## config.mk

```make
export PLATFORM = sky130hd
export DESIGN_NAME = csa_top
export DESIGN_NICKNAME = d
export VERILOG_FILES = /design/src/csa_top.v
export VERILOG_INCLUDE_DIRS = /design/src
export SDC_FILE = /design/constraint.sdc
export NUM_CORES = 1
export LEC_CHECK = 0
export ABC_AREA = 1
export ABC_CLOCK_PERIOD_IN_PS = 3500
export BUFFER_PORTS_ARGS = -buffer_cell sky130_fd_sc_hd__clkbuf_2
export CORE_MARGIN = 3
export CORE_UTILIZATION = 53
export CTS_CLUSTER_SIZE = 40
export DETAILED_ROUTE_END_ITERATION = 10
export PLACE_DENSITY_LB_ADDON = 0.2
export SYNTH_ARGS = -nofsm -noshare
export SYNTH_HDL_FRONTEND = slang
export SYNTH_SLANG_ARGS = --single-unit
```

## constraint.sdc

```tcl
create_clock -name core_clk -period 3.5 [get_ports core_clk]
set_clock_uncertainty 0.1 [all_clocks]
set_input_delay 0.7 -clock core_clk [delete_from_list [all_inputs] [get_ports core_clk]]
set_output_delay 0.7 -clock core_clk [all_outputs]
set_load 0.02 [all_outputs]
```

## src/csa_map.vh

```
// Purpose: Register offsets, field positions and reset values for the cap-sense accumulator
// Assumes: APB, 32-bit data, one aligned word per register
// Notes: Included by the design, the checker and the bench
`ifndef CSA_MAP_VH
`define CSA_MAP_VH
// ==============================================================
// Register byte offsets
`define CSA_CONFIG_OFF 12'h000
`define CSA_CHAN_OFF 12'h004
`define CSA_SCAN_START_OFF 12'h008
`define CSA_SCAN_END_OFF 12'h00C
`define CSA_THRESH_OFF 12'h010
`define CSA_RESULT_OFF 12'h014
`define CSA_STATUS_OFF 12'h018
`define CSA_PRIO_OFF 12'h01C
// ==============================================================
// Config field positions
`define CSA_CFG_ACU_LSB 0
`define CSA_CFG_ACU_MSB 2
`define CSA_CFG_SCAN_BIT 3
// Priority field positions
`define CSA_PRIO_DONE_BIT 0
`define CSA_PRIO_GREATER_BIT 1
// ==============================================================
// Reset values
`define CSA_ACU_RST 3'h0
`define CSA_SCAN_RST 1'b0
`define CSA_CHAN_RST 5'h00
`define CSA_THRESH_RST 16'h0000
`define CSA_RESULT_RST 16'h0000
`define CSA_PRIO_BIT_RST 1'b0
`define CSA_CHAN_W 5
`endif

```

## src/csa_top.v

```verilog
// Purpose: Capacitive-sense accumulate, scale, threshold compare and auto-scan stepping
// Assumes: Converter delivers one 16-bit sample with a one-cycle valid pulse
// Notes: Registers on APB; events leave as one-cycle pulses
//     0x00 config: bits 2:0 samples per result, bit 3 auto-scan enable and restart
//     0x04 channel select; a write restarts the running sum
//     0x08 scan start channel, 0x0C scan end channel
//     0x10 threshold, 0x14 result (read only)
//     0x18 status: bit 0 done, bit 1 greater, bit 2 scanning; bits 1:0 write one to clear
//     0x1C priority: bit 0 done event, bit 1 greater event
//     Unmapped offsets answer with pslverr and read as zero
//     A sample that meets a config or channel write is dropped with the running sum
//
// The APB slave port and the register offsets are this design's own decisions.
`timescale 1ns/10ps
`include "csa_map.vh"
module csa_top (
    input wire core_clk,
    input wire arst_n,
    input wire psel,
    input wire penable,
    input wire pwrite,
    input wire [11:0] paddr,
    input wire [31:0] pwdata,
    output reg [31:0] prdata,
    output reg pready,
    output reg pslverr,
    input wire sample_valid,
    input wire [15:0] sample_data,
    output reg [4:0] channel_select,
    output reg conversion_done_irq,
    output reg greater_irq,
    output reg done_irq_priority,
    output reg greater_irq_priority
);
    reg [2:0] accum_count_select_reg;
    reg scan_en_reg;
    reg [4:0] scan_start_channel_reg;
    reg [4:0] scan_end_channel_reg;
    reg [15:0] threshold_reg;
    reg [15:0] result_reg;
    reg scanning_reg;
    reg [1:0] seen_flags_reg;
    wire [1:0] seen_set;
    reg [21:0] accum_reg;
    reg [6:0] count_reg;
    reg [6:0] target;
    reg [2:0] shift;
    reg [21:0] sum_next;
    reg [15:0] scaled;
    reg last_sample;
    reg is_greater;
    reg [4:0] chan_next;
    wire wr_en;
    wire rd_en;
    wire cfg_wr;
    wire chan_wr;
    reg [31:0] rd_mux;
    reg addr_ok;
    wire start_wr;
    wire end_wr;
    wire thresh_wr;
    wire prio_wr;
    wire status_wr;
    wire sample_take;
    genvar flag_idx;

    // ==============================================================
    // APB decode: zero wait states, pready in access phase
    assign wr_en = psel & penable & pwrite & pready;
    assign rd_en = psel & penable & ~pwrite;
    assign cfg_wr = wr_en & (paddr == `CSA_CONFIG_OFF);
    assign chan_wr = wr_en & (paddr == `CSA_CHAN_OFF);
    assign start_wr = wr_en & (paddr == `CSA_SCAN_START_OFF);
    assign end_wr = wr_en & (paddr == `CSA_SCAN_END_OFF);
    assign thresh_wr = wr_en & (paddr == `CSA_THRESH_OFF);
    assign prio_wr = wr_en & (paddr == `CSA_PRIO_OFF);
    assign status_wr = wr_en & (paddr == `CSA_STATUS_OFF);

    // Samples meeting a restart are dropped, so no event can follow a lost run
    assign sample_take = sample_valid & ~(cfg_wr | chan_wr);

    // Read mux and address check
    always @* begin
        rd_mux = 32'h00000000;
        addr_ok = 1'b1;
        case (paddr)
            `CSA_CONFIG_OFF: rd_mux = {28'h0000000, scan_en_reg, accum_count_select_reg};
            `CSA_CHAN_OFF: rd_mux = {27'h0000000, channel_select};
            `CSA_SCAN_START_OFF: rd_mux = {27'h0000000, scan_start_channel_reg};
            `CSA_SCAN_END_OFF: rd_mux = {27'h0000000, scan_end_channel_reg};
            `CSA_THRESH_OFF: rd_mux = {16'h0000, threshold_reg};
            `CSA_RESULT_OFF: rd_mux = {16'h0000, result_reg};
            `CSA_STATUS_OFF: rd_mux = {29'h00000000, scanning_reg, seen_flags_reg};
            `CSA_PRIO_OFF: rd_mux = {30'h00000000, greater_irq_priority,
                done_irq_priority};
            default: addr_ok = 1'b0;
        endcase
    end

    // ==============================================================
    // Accumulation count decode
    always @* begin
        case (accum_count_select_reg)
            3'h0: begin
                target = 7'h01;
                shift = 3'h0;
            end
            3'h1: begin
                target = 7'h04;
                shift = 3'h2;
            end
            3'h2: begin
                target = 7'h08;
                shift = 3'h3;
            end
            3'h3: begin
                target = 7'h10;
                shift = 3'h4;
            end
            3'h4: begin
                target = 7'h20;
                shift = 3'h5;
            end
            default: begin
                target = 7'h40;
                shift = 3'h6;
            end
        endcase
    end

    // Sum, scale, compare and next channel
    always @* begin
        sum_next = accum_reg + {6'h00, sample_data};
        scaled = sum_next[15:0];
        case (shift)
            3'h0: scaled = sum_next[15:0];
            3'h2: scaled = sum_next[17:2];
            3'h3: scaled = sum_next[18:3];
            3'h4: scaled = sum_next[19:4];
            3'h5: scaled = sum_next[20:5];
            default: scaled = sum_next[21:6];
        endcase
        last_sample = sample_take & ((count_reg + 7'h01) >= target);
        is_greater = scaled > threshold_reg;
        if (channel_select >= scan_end_channel_reg) begin
            chan_next = scan_start_channel_reg;
        end else begin
            chan_next = channel_select + 5'h01;
        end
    end

    // ==============================================================
    // APB answer: pready in the first access cycle, read data taken in setup
    always @(posedge core_clk or negedge arst_n) begin
        if (!arst_n) begin
            prdata <= 32'h00000000;
            pready <= 1'b0;
            pslverr <= 1'b0;
        end else begin
            pready <= psel & ~penable;
            pslverr <= psel & ~penable & ~addr_ok;
            if (rd_en & pready) begin
                prdata <= 32'h00000000; // Read data stands for the access cycle only
            end else if (psel & ~penable & ~pwrite) begin
                prdata <= rd_mux;
            end
        end
    end

    // Configuration: samples per result and auto-scan enable
    always @(posedge core_clk or negedge arst_n) begin
        if (!arst_n) begin
            accum_count_select_reg <= `CSA_ACU_RST;
            scan_en_reg <= `CSA_SCAN_RST;
        end else if (cfg_wr) begin
            accum_count_select_reg <= pwdata[`CSA_CFG_ACU_MSB:`CSA_CFG_ACU_LSB];
            scan_en_reg <= pwdata[`CSA_CFG_SCAN_BIT];
        end
    end

    // Scan window limits
    always @(posedge core_clk or negedge arst_n) begin
        if (!arst_n) begin
            scan_start_channel_reg <= `CSA_CHAN_RST;
            scan_end_channel_reg <= `CSA_CHAN_RST;
        end else begin
            if (start_wr) begin
                scan_start_channel_reg <= pwdata[4:0];
            end
            if (end_wr) begin
                scan_end_channel_reg <= pwdata[4:0];
            end
        end
    end

    // Threshold for the greater comparison
    always @(posedge core_clk or negedge arst_n) begin
        if (!arst_n) begin
            threshold_reg <= `CSA_THRESH_RST;
        end else if (thresh_wr) begin
            threshold_reg <= pwdata[15:0];
        end
    end

    // Event priority bits, both low after reset
    always @(posedge core_clk or negedge arst_n) begin
        if (!arst_n) begin
            done_irq_priority <= `CSA_PRIO_BIT_RST;
            greater_irq_priority <= `CSA_PRIO_BIT_RST;
        end else if (prio_wr) begin
            done_irq_priority <= pwdata[`CSA_PRIO_DONE_BIT];
            greater_irq_priority <= pwdata[`CSA_PRIO_GREATER_BIT];
        end
    end

    // ==============================================================
    // Event pulses, raised on the edge that takes the last sample, together with the result
    always @(posedge core_clk or negedge arst_n) begin
        if (!arst_n) begin
            conversion_done_irq <= 1'b0;
            greater_irq <= 1'b0;
        end else begin
            conversion_done_irq <= last_sample;
            greater_irq <= last_sample & is_greater;
        end
    end

    // Status flags, one per event: write one clears, a new event wins over the clear
    assign seen_set = {last_sample & is_greater, last_sample};
    generate
        for (flag_idx = 0; flag_idx < 2; flag_idx = flag_idx + 1) begin : g_seen_flag
            always @(posedge core_clk or negedge arst_n) begin
                if (!arst_n) begin
                    seen_flags_reg[flag_idx] <= 1'b0;
                end else if (seen_set[flag_idx]) begin
                    seen_flags_reg[flag_idx] <= 1'b1;
                end else if (status_wr & pwdata[flag_idx]) begin
                    seen_flags_reg[flag_idx] <= 1'b0;
                end
            end
        end
    endgenerate

    // Scan run state: started by a config write, stopped by a greater result
    always @(posedge core_clk or negedge arst_n) begin
        if (!arst_n) begin
            scanning_reg <= 1'b0;
        end else if (cfg_wr) begin
            scanning_reg <= pwdata[`CSA_CFG_SCAN_BIT];
        end else if (last_sample & scan_en_reg & scanning_reg & is_greater) begin
            scanning_reg <= 1'b0;
        end
    end

    // ==============================================================
    // Running sum and sample count, restarted per run and on any restart write
    always @(posedge core_clk or negedge arst_n) begin
        if (!arst_n) begin
            accum_reg <= 22'h000000;
            count_reg <= 7'h00;
        end else if (cfg_wr | chan_wr | last_sample) begin
            accum_reg <= 22'h000000;
            count_reg <= 7'h00;
        end else if (sample_take) begin
            accum_reg <= sum_next;
            count_reg <= count_reg + 7'h01;
        end
    end

    // Result register: scaled sum of the finished run
    always @(posedge core_clk or negedge arst_n) begin
        if (!arst_n) begin
            result_reg <= `CSA_RESULT_RST;
        end else if (last_sample) begin
            result_reg <= scaled;
        end
    end

    // Channel selection: software write, or one step per result not greater than the threshold while scanning
    always @(posedge core_clk or negedge arst_n) begin
        if (!arst_n) begin
            channel_select <= `CSA_CHAN_RST;
        end else if (chan_wr) begin
            channel_select <= pwdata[4:0];
        end else if (last_sample & scan_en_reg & scanning_reg & ~is_greater) begin
            channel_select <= chan_next;
        end
    end
endmodule // csa_top

```

==> reports/metrics.yaml <==
yosys:
  synth_top_area_share: 0.339
  synth_area_leaders: "dfrtp_1, nand2_1, nand3_1"
  synth_commonest_cells: "nand2_1, inv_1, nand3_1, dfrtp_1, nor2_1"
  synth.distinct_cells: 48
  ys_seq_area_frac: 0.339
  ys_seq_elements: 105
  syn_avg_cell_area_um2: 6.95
  synthFlopType: "dfrtp_1"
  async_reset_ff_frac: 1.00
  syn-cell-area_um2: 7750
  yosysWarnings: 0
  yosys.area.top_type: "dfrtp_1"
  yosysMostFrequentCell: "nand2_1"
  synth_cells: 1116
  synth_edf_count: 0
clock_tree:
  clkTransAtPathRegs_ns: 0.08
  cts_buffer_depth: 2
  h-tree-depth: 3
  numClockSinks: 105
  clk_latency_ns: 0.37
  root_buffer: "clkbuf_16"
  numCtsBuffers: 9
  tritoncts: "yes"
worst_setup_path:
  cp.required_ns: 3.66
  r2r-start: "accum_reg[0]"
  critPathArrivalTime_ns: 3.73
  crit_buf_inv: 2
  critPathMaxStageDelay_ns: 0.40
  cp-end-kind: "register"
  cp_common_cell: "nand2_2"
  worst-setup-path-type: "primary input to register"
  cp_top_family: "simple AND/OR/NAND/NOR gates"
  startpoint: "sample_data[0]"
  cp-start-kind: "primary input"
  crit_slowest_cell: "fa_2"
  critPathMaxFanout: 6
  worstPathCellList: "clkbuf_2 -> ha_4 -> fa_2 -> nand2_2 -> nand2_4 -> nand3_2 -> nand2_2 -> nand2_2 -> nand3_2 -> nand2_2 -> buf_4 -> nor2_1 -> nor2_1 -> a21boi_1 -> ha_1 -> nand3_4 -> nor3_4 -> nand2_1 -> nand2_1 -> nand2_2 -> nand2_4 -> nand2_4 -> nand2_2 -> nand2_1"
route:
  num_vias: 8160
  wl_met1_mm: 9.51
  wl_mm: 22.7
  dr_wl_met3_mm: 1.35
  ant_nets: 0
  route.detailed.drc: 0
  viasPerCell: 5.52
  wl_per_cell_um: 15.4
  drt_iter0_markers: 749
  route.met2.wl_mm: 11.3
  dr.max_layer_used: "met4"
  first_pass_iters: 7
grt:
  grt_pass1_vias: 7632
  overflow: 0
  grt_max_degree: 106
  grt_pass1_wl_mm: 35.6
  antenna_found_initial: 0
  grt_usage: 0.270
min_path:
  hold_class: "primary input to async pin"
placement:
  port_buffers: 76
  gp_congestion: 0.948
  dp_hpwl_mm: 16.2
  placedCellCount: 1446
timing:
  layout_setup_ws_ns: -0.0695
  setup_viol: 7
  max-slew-margin-rel: 0.523
  worstMarginPinSlew_ns: 0.710
  grt_setup_unrepaired: "yes"
  min_period_ns: 3.57
  fin_tns_setup_ns: -0.373
  drv_slew: 0
  hold_viol: 0
  fmax_mhz: 280
  finalCritPeriodShare: 1.02
power_and_ir_drop:
  irDropWorstVdd_v: 0.000403
  p_per_area_nw_per_um2: 693
  leakage_nw: 5.10
floorplanning:
  core_um2: 14100
  pin_count: 109
  die_h_um: 127
  rows: 43
  die_width_um: 127
  die_area_um2: 16100
  start_util: 0.550
cells_and_area:
  area_growth_pct: 28.4
  n_antenna_cell: 0
  layout.cells.non_filler: 1478
  nNetsFinal: 1406
  drive_gt1_frac: 0.273
  largest_reg_flops: 22
flow_run:
  drv_cap: 0
outcome:
  status: "finished, violations left"
  violations: "negative setup slack"
## layout make-up
class	count	area (µm²)
Clock buffer	10	229
Multi-Input combinational cell	838	4920
Timing Repair Buffer	192	1330
Clock inverter	6	51.3
Inverter	147	567
Fill cell	1187	4140
Sequential cell	105	2630
Tap cell	180	225
## cells by family after synthesis
| logic type | count (synthesis) | share of synthesized area |
|---|---|---|
| XOR/XNOR | 16 | 0.0190 |
| adder cells (fa/ha/maj) | 47 | 0.0768 |
| AO/OA/AOI/OAI | 163 | 0.118 |
| AND/OR/NAND/NOR | 585 | 0.327 |
| flip-flops | 105 | 0.339 |
| other | 1 | 0.000484 |
| buffers and inverters | 188 | 0.103 |
| multiplexers | 11 | 0.0160 |
## cell usage in the layout (no fill, tap or decap), types with 5 or more instances in the layout
cell       instances
inv_1            135
clkbuf_2          75
ha_4              11
a21oi_2           14
a21boi_1           6
nor2_2            16
dfrtp_1          104
nand2_1          280
nand2_4            7
mux2_2            11
nand3_2            9
o21ai_2            5
conb_1            16
buf_4            109
ha_1              33
a21oi_1           20
nor2_1            68
and2_1             7
o22ai_1           16
nand4_1            8
inv_2              8
nor3_1             8
o21ai_0           65
o21ai_1           15
xor2_1             8
nand2_2           33
nand3_1          123
clkbuf_16         10
o211ai_1           8
## layer usage
layer | vias up | GRT usage
met1 | 3841 | 0.356
met2 | 295 | 0.459
li1 | 3971 | -
met5 | - | 0
met3 | 53 | 0.0417
met4 | 0 | 0.0820
## per-stage QoR
step | area, µm² | hold WS [ns] | power [mW] | worst slack [ns] | util
2_1_floorplan | 7850 | 0.304 | 3.63 | -0.0000555 | -
3_3_place_gp | 8980 | 0.365 | 5.06 | -0.493 | 0.637
3_5_place_dp | 8980 | 0.368 | 5.12 | -0.500 | 0.637
4_1_cts | 9390 | 0.325 | 6.28 | 0.0120 | 0.666
5_1_grt | 9950 | 0.299 | 7.42 | -0.269 | 0.706
6_report | 9950 | 0.247 | 6.90 | -0.0695 | 0.706
## where the power goes
group	leakage [nW]	switching (mW)	internal (mW)	total, mW
clock network	0.133	0.504	0.494	0.998
logic	3.59	2.29	1.97	4.26
registers	1.38	0.187	1.45	1.64
## worst paths after layout
kind                                        endpoint  slack, ns  cells past startpoint
setup / recovery                   channel_select[2]      -0.07                     24
setup reg to reg                   channel_select[2]      -0.06                     23
max in group asynchronous  accum_count_select_reg[2]       2.53                      2
min in group core_clk                  result_reg[4]       0.39                      2
hold reg to reg                        result_reg[4]       0.39                      2
hold / removal                         accum_reg[13]       0.25                      2
## what timing repair did
item                       CTS  global route
gates resized for setup     25           120
pin swaps                    9            41
buffers inserted             4            11
setup endpoints to repair    8             8
gates cloned                 0             1
hold buffers                 0             0
Note: power is estimated with default switching activity, not from simulation.
